<file path="src/dma_strobe_pkg.sv">
// Package for the host-port DMA master strobe generator.
// Assumes a single 20 MHz system clock; no software-visible registers.
package dma_strobe_pkg;
  localparam int CLK_PERIOD_NS = 50;
  localparam int DELAY_SHORT = 2;
  localparam int DELAY_LONG = 4;
  localparam int ACK_LEAD_CYCLES = 2;
  localparam int ACK_TAIL_CYCLES = 2;
  localparam int COUNT_BASE = 2;
  localparam int EXTRA_BURST_MAX = 2;
  localparam int DELAY_SEL_BIT = 6;
  localparam int LOW_LSB = 0;
  localparam int HIGH_LSB = 3;
  localparam logic [7:0] TIMING_RESET = 8'h00;

  typedef struct packed {
    logic delay_long;
    logic [2:0] low_count;
    logic [2:0] high_count;
  } strobe_timing_t;

  typedef enum logic [2:0] {
    ST_IDLE = 3'b000,
    ST_LEAD = 3'b001,
    ST_DELAY = 3'b011,
    ST_LOW = 3'b010,
    ST_HIGH = 3'b110,
    ST_TAIL = 3'b111
  } dma_state_t;
endpackage

</file>
<file path="src/dma_strobe_master.sv">
// Host-port DMA master: request/acknowledge handshake and data strobes.
// Assumes the core selects the strobe time base via time_tick_in.
`timescale 1ns/1ps
module dma_strobe_master #(
  parameter int DATA_W = 16
) (
  input wire logic clk_sys_in,
  input wire logic arst_n_in,
  input wire logic [7:0] dma_timing_register_in,
  input wire logic burst_mode_in,
  input wire logic write_dir_in,
  input wire logic time_tick_in,
  input wire logic dma_request_in,
  input wire logic [DATA_W-1:0] write_data_in,
  input wire logic [DATA_W-1:0] data_bus_in,
  output logic dma_acknowledge_out,
  output logic dma_read_strobe_n_out,
  output logic dma_write_strobe_n_out,
  output logic [DATA_W-1:0] data_bus_out,
  output logic data_bus_oe_out,
  output logic [DATA_W-1:0] read_data_out,
  output logic read_valid_out
);
  dma_strobe_pkg::dma_state_t state, next_state;
  dma_strobe_pkg::strobe_timing_t timing, next_timing;
  logic [3:0] count, next_count;
  logic [1:0] extra, next_extra;
  logic req_s1, req_s2, req_s3, req_seen, next_req_seen;
  logic strobe, next_strobe, drive, next_drive;
  logic [DATA_W-1:0] rdata, next_rdata;
  logic rvalid, next_rvalid;
  logic is_write, next_is_write;
  logic [DATA_W-1:0] wdata, next_wdata;

  // Request comes from another device: three flops, change counted on agree
  always_ff @(posedge clk_sys_in or negedge arst_n_in) begin
    if (!arst_n_in) begin
      req_s1 <= 1'b0;
      req_s2 <= 1'b0;
      req_s3 <= 1'b0;
    end else begin
      req_s1 <= dma_request_in;
      req_s2 <= req_s1;
      req_s3 <= req_s2;
    end
  end

  always_comb begin
    next_req_seen = req_seen;
    if (req_s2 == req_s3) begin
      next_req_seen = req_s3;
    end
  end

  function automatic logic [3:0] field_len(input logic [2:0] f);
    field_len = 4'(f) + 4'(dma_strobe_pkg::COUNT_BASE);
  endfunction

  always_comb begin
    next_state = state;
    next_timing = timing;
    next_count = count;
    next_extra = extra;
    next_strobe = strobe;
    next_drive = drive;
    next_rdata = rdata;
    next_rvalid = 1'b0;
    next_is_write = is_write;
    next_wdata = write_data_in;
    case (state)
      dma_strobe_pkg::ST_IDLE: begin
        if (req_seen) begin
          next_timing.delay_long =
            dma_timing_register_in[dma_strobe_pkg::DELAY_SEL_BIT];
          next_timing.low_count =
            dma_timing_register_in[dma_strobe_pkg::LOW_LSB +: 3];
          next_timing.high_count =
            dma_timing_register_in[dma_strobe_pkg::HIGH_LSB +: 3];
          next_is_write = write_dir_in;
          next_count = 4'(dma_strobe_pkg::ACK_LEAD_CYCLES - 1);
          next_state = dma_strobe_pkg::ST_LEAD;
        end
      end
      dma_strobe_pkg::ST_LEAD: begin
        if (count == 4'h0) begin
          next_count = timing.delay_long ?
            4'(dma_strobe_pkg::DELAY_LONG) : 4'(dma_strobe_pkg::DELAY_SHORT);
          next_state = dma_strobe_pkg::ST_DELAY;
        end else begin
          next_count = count - 4'h1;
        end
      end
      dma_strobe_pkg::ST_DELAY: begin
        next_drive = is_write;
        if (time_tick_in) begin
          if (count == 4'h1) begin
            next_strobe = 1'b1;
            next_count = field_len(timing.low_count);
            // Sync lag can hide a drop for one strobe, so budget one less
            next_extra = 2'(dma_strobe_pkg::EXTRA_BURST_MAX - 1);
            next_state = dma_strobe_pkg::ST_LOW;
          end else begin
            next_count = count - 4'h1;
          end
        end
      end
      dma_strobe_pkg::ST_LOW: begin
        if (time_tick_in) begin
          if (count == 4'h1) begin
            next_strobe = 1'b0;
            next_rdata = data_bus_in;
            next_rvalid = !is_write;
            next_count = field_len(timing.high_count);
            next_state = dma_strobe_pkg::ST_HIGH;
          end else begin
            next_count = count - 4'h1;
          end
        end
      end
      dma_strobe_pkg::ST_HIGH: begin
        if (time_tick_in) begin
          if (count == 4'h1) begin
            // at most two extra strobes after request drops
            if (burst_mode_in && (req_seen || extra != 2'h0)) begin
              if (!req_seen) begin
                next_extra = extra - 2'h1;
              end
              next_strobe = 1'b1;
              next_count = field_len(timing.low_count);
              next_state = dma_strobe_pkg::ST_LOW;
            end else begin
              next_count = 4'(dma_strobe_pkg::ACK_TAIL_CYCLES);
              next_state = dma_strobe_pkg::ST_TAIL;
            end
          end else begin
            next_count = count - 4'h1;
          end
        end
      end
      dma_strobe_pkg::ST_TAIL: begin
        if (count == 4'h1) begin
          next_drive = 1'b0;
          next_state = dma_strobe_pkg::ST_IDLE;
        end else begin
          next_count = count - 4'h1;
        end
      end
      default: begin
        next_state = dma_strobe_pkg::ST_IDLE;
      end
    endcase
  end

  always_ff @(posedge clk_sys_in or negedge arst_n_in) begin
    if (!arst_n_in) begin
      state <= dma_strobe_pkg::ST_IDLE;
      timing <= dma_strobe_pkg::strobe_timing_t'(7'h00);
      count <= 4'h0;
      extra <= 2'h0;
      req_seen <= 1'b0;
      strobe <= 1'b0;
      drive <= 1'b0;
      rdata <= '0;
      rvalid <= 1'b0;
      is_write <= 1'b0;
      wdata <= '0;
    end else begin
      state <= next_state;
      timing <= next_timing;
      count <= next_count;
      extra <= next_extra;
      req_seen <= next_req_seen;
      strobe <= next_strobe;
      drive <= next_drive;
      rdata <= next_rdata;
      rvalid <= next_rvalid;
      is_write <= next_is_write;
      wdata <= next_wdata;
    end
  end

  logic ack;
  assign ack = (state == dma_strobe_pkg::ST_DELAY) ||
               (state == dma_strobe_pkg::ST_LOW) ||
               (state == dma_strobe_pkg::ST_HIGH) ||
               (state == dma_strobe_pkg::ST_TAIL);
  // acknowledge drops with the bus released in the same cycle
  assign dma_acknowledge_out = ack;
  assign dma_read_strobe_n_out = !(strobe && !is_write);
  assign dma_write_strobe_n_out = !(strobe && is_write);
  assign data_bus_out = wdata;
  assign data_bus_oe_out = drive && ack;
  assign read_data_out = rdata;
  assign read_valid_out = rvalid;

  // Helper count of ticks while strobe is high
  logic [3:0] hi_ticks;
  always_ff @(posedge clk_sys_in or negedge arst_n_in) begin
    if (!arst_n_in) begin
      hi_ticks <= 4'h0;
    end else if (!strobe) begin
      hi_ticks <= 4'h0;
    end else if (time_tick_in) begin
      hi_ticks <= hi_ticks + 4'h1;
    end
  end

  a_ack_lead: assert property (@(posedge clk_sys_in) disable iff (!arst_n_in)
    $rose(ack) |-> $past(state) == dma_strobe_pkg::ST_LEAD)
    else $error("acknowledge without lead");
  a_strobe_gap: assert property (@(posedge clk_sys_in) disable iff (!arst_n_in)
    $rose(ack) |-> !strobe [*2])
    else $error("strobe too soon after acknowledge");
  a_strobe_width: assert property (@(posedge clk_sys_in) disable iff (!arst_n_in)
    $fell(strobe) |-> $past(hi_ticks) <= 4'h9)
    else $error("strobe width too long");
  a_strobe_in_ack: assert property (@(posedge clk_sys_in) disable iff (!arst_n_in)
    strobe |-> ack)
    else $error("strobe outside acknowledge");
  a_ack_tail: assert property (@(posedge clk_sys_in) disable iff (!arst_n_in)
    $fell(strobe) && state == dma_strobe_pkg::ST_HIGH |-> ack [*2])
    else $error("acknowledge dropped early");
  a_bus_release: assert property (@(posedge clk_sys_in) disable iff (!arst_n_in)
    !ack |-> !data_bus_oe_out)
    else $error("bus driven without acknowledge");
  a_timing_held: assert property (@(posedge clk_sys_in) disable iff (!arst_n_in)
    ack && $past(ack) |-> $stable(timing))
    else $error("timing changed in transfer");
  a_extra_limit: assert property (@(posedge clk_sys_in) disable iff (!arst_n_in)
    extra <= 2'h2)
    else $error("too many extra strobes");
  c_write: cover property (@(posedge clk_sys_in) $rose(data_bus_oe_out));
  c_read: cover property (@(posedge clk_sys_in) read_valid_out);
  c_burst: cover property (@(posedge clk_sys_in)
    state == dma_strobe_pkg::ST_HIGH ##1 state == dma_strobe_pkg::ST_LOW);
endmodule

</file>
<file path="config.mk">
export PLATFORM = sky130hd
export DESIGN_NAME = dma_strobe_master
export DESIGN_NICKNAME = d
export VERILOG_FILES = /design/src/dma_strobe_pkg.sv /design/src/dma_strobe_master.sv
export SDC_FILE = /design/constraint.sdc
export NUM_CORES = 1
export LEC_CHECK = 0
export ABC_AREA = 1
export BUFFER_PORTS_ARGS = -buffer_cell sky130_fd_sc_hd__buf_2
export CAP_MARGIN = 20
export CORE_MARGIN = 2
export CORE_UTILIZATION = 54
export CTS_CLUSTER_DIAMETER = 40
export DETAILED_ROUTE_END_ITERATION = 12
export HOLD_SLACK_MARGIN = 0.08
export PLACE_DENSITY = 0.88
export SLEW_MARGIN = 10
export SYNTH_ARGS = -nofsm -noshare
export SYNTH_HDL_FRONTEND = slang
export SYNTH_SLANG_ARGS = --single-unit
</file>
<file path="constraint.sdc">
create_clock -name clk_sys_in -period 4.45 [get_ports clk_sys_in]
set_input_delay 0.445 -clock clk_sys_in [delete_from_list [all_inputs] [get_ports clk_sys_in]]
set_output_delay 0.445 -clock clk_sys_in [all_outputs]
set_load 0.1 [all_outputs]
</file>
==> results.py <==
metrics = {
    "setup_path": {
        "r2r-start": "count[0]$_DFFE_PN0P_",
        "cp.arrival_ns": 2.19,
        "r2r-end": "count[0]$_DFFE_PN0P_",
        "r2r_slack_ns": 2.44,
        "worstSetupStartpointType": "register",
        "reg2reg_depth": 7,
        "startpoint": "count[0]$_DFFE_PN0P_",
        "crit_fanout": 13,
        "crit_required_ns": 4.64,
        "worstSetupPathType": "register to register",
        "endpoint_kind": "register",
        "endpoint": "count[0]$_DFFE_PN0P_",
    },
    "finish": {
        "fill_cells": 320,
        "n_antenna_cell": 0,
        "drive_gt1_frac": 0.3769,
        "fin_area_um2": 3052,
        "fin_nets": 379,
        "area_growth_pct": 22.69,
    },
    "sta": {
        "relSlewSlack": 0.5455,
        "period_share": 0.4507,
        "timing.fmax_mhz": 498.6,
        "setup_ws_ns": 2.444,
        "rsz0062_at_grt": "no",
        "hold_viol_final": 0,
        "fin_setup_tns_ns": 0,
        "hold_slack_ns": 0.2236,
        "tightestPinTransition_ns": 0.6817,
        "final-setup-viol-count": 0,
        "slew_viol_final": 0,
        "skew_ns": 0.01487,
        "min_period_ns": 2.006,
    },
    "synthesis": {
        "synth_area_per_cell_um2": 10.19,
        "synth_ff_type": "dfrtp_1",
        "yosysTopAreaCellShare": 0.5634,
        "async_flop_share": 1.000,
        "ys_seq_elements": 56,
        "post-synth-top-area-cell": "dfrtp_1",
        "seq_area_frac_synth": 0.5634,
        "synth_edf_count": 0,
        "synth_fp_nets": 295,
        "yosys_warnings": 0,
        "syn_area_um2": 2487,
        "yosys-top-cells-area": "dfrtp_1 56%, nand2_1 9.1%, mux2_4 5.4%",
        "synth_most_common_cell": "nand2_1",
        "synthTopCellsByCount": "60 x nand2_1, 56 x dfrtp_1, 22 x nor2_1, 18 x inv_1, 14 x nand3_1",
        "yosysUniqueCellTypes": 27,
        "syn_inst": 244,
    },
    "routing": {
        "ant_nets": 0,
        "via_count": 2096,
        "drc": 0,
        "wl_per_cell_um": 16.75,
        "viasPerCell": 5.501,
        "dr.pass1.iters": 5,
        "drt_iter0_markers": 188,
        "drt-total-wl_mm": 6.382,
    },
    "clock_network": {
        "cts_hold_buf": 0,
        "numCtsBuffers": 5,
        "post-cts-setup-buffer-count": 0,
        "post_cts_resized": 0,
        "max-clock-path-buffers": 2,
        "cts.htree.levels": 2,
        "cts.sinks": 56,
        "clkTransAtPathRegs_ns": 0.11,
        "clk_latency_ns": 0.32,
        "cts-root-buf": "clkbuf_8",
        "cts_tree": "yes",
    },
    "placement": {
        "routabilityCongestion": 0.9108,
        "dp_hpwl_mm": 4.685,
        "place_ws_ns": 2.481,
        "dpl-instance-area_um2": 2935,
        "io_buffers": 81,
    },
    "run": {
        "max-cap-violations": 0,
    },
    "global_routing": {
        "grt_pass1_wl_mm": 10.38,
        "grt_max_degree": 57,
        "grt.total_usage": 0.2686,
        "grt_pass1_vias": 2136,
        "antenna_found_initial": 0,
        "overflow": 0,
    },
    "status": {
        "status": "completed",
    },
    "floorplan": {
        "start_util": 0.5674,
        "fp.dieW_um": 71.87,
        "io_pins": 83,
        "fp.dieArea_um2": 5165,
        "row_count": 24,
        "coreArea_um2": 4384,
        "die_h_um": 71.87,
    },
    "worst_hold_path": {
        "hp-start": "write_data_in[14]",
        "hold_path_class": "primary input to register",
    },
}
-- routing by layer --
layer | routed length [µm] | up-vias | share of wire | global-route usage
li1 | - | 955 | - | -
met1 | 2306 | 986 | 0.36 | 0.3242
met2 | 3247 | 131 | 0.51 | 0.4414
met3 | 632 | 24 | 0.099 | 0.08861
met4 | 196 | 0 | 0.031 | 0.1174
met5 | 0 | - | 0 | 0
-- cell type report --
cell class | instances | area, µm² | share of cell area
Clock buffer | 5 | 68.82 | 0.02255
Clock inverter | 3 | 47.55 | 0.01558
Inverter | 22 | 82.58 | 0.02706
Multi-Input combinational cell | 161 | 973.4 | 0.3190
Sequential cell | 56 | 1401 | 0.4592
Tap cell | 52 | 65.06 | 0.02132
Timing Repair Buffer | 82 | 412.9 | 0.1353
-- critical path, cell delays in order, from the launching register on --
cell and delay, ns:
dfrtp_1 0.46, ha_1 0.27, nand2_1 0.34, nor2_1 0.12, nor2_1 0.19, nand3_1 0.17
nor2_1 0.19, a21oi_1 0.14
-- cell usage in the layout (no fill, tap or decap), drive strengths merged --
cell,instances
nand2,61
nand3b,2
inv,22
o21ai,12
nand4,3
nand3,17
clkbuf,5
a21oi,7
nor2,24
maj3,1
a21boi,1
xor2,1
or2,3
buf,82
clkinv,2
bufinv,1
o22ai,1
ha,5
mux2,21
o211ai,1
xnor2,1
dfrtp,56
-- worst min path at each step --
stage	endpoint	slack (ns)	depth (start not counted)
after floorplan	count[0]$_DFFE_PN0P_	0.15	0
after global placement	req_s2$_DFF_PN0_	0.34	0
after detailed placement	req_s2$_DFF_PN0_	0.35	0
after CTS	data_bus_out[14]$_DFF_PN0_	0.21	1
after global routing	data_bus_out[14]$_DFF_PN0_	0.21	1
final	data_bus_out[14]$_DFF_PN0_	0.22	1
-- per-stage QoR --
step,utilization,std cells
CTS,0.6961,381
floorplan,-,244
global route,0.6961,381
global placement,0.6695,373
detailed placement,0.6695,373
finish,0.6961,381
-- state kept, by name (all words and copies together) (netlist names) --
register,count
count,4
timing,7
data_bus_out,16
is_write,1
state,3
req_s3,1
req_s1,1
read_valid_out,1
strobe,1
req_seen,1
drive,1
req_s2,1
extra,2
read_data_out,16
-- kinds of logic (layout without fill, tap and decap cells) --
logic type | after synthesis | after routing | share of synthesized area
buffers and inverters | 27 | 112 | 0.04526
DFF | 56 | 56 | 0.5634
and+or+nand+nor | 110 | 110 | 0.1997
xor gates and xnor gates | 2 | 2 | 0.007044
AOI/OAI and AO/OA | 22 | 22 | 0.04678
adders and majority gates | 6 | 6 | 0.02918
muxes | 21 | 21 | 0.1087
Power is not shown: default switching activity piles up to over one toggle a cycle in this logic, so the estimate is an artifact.
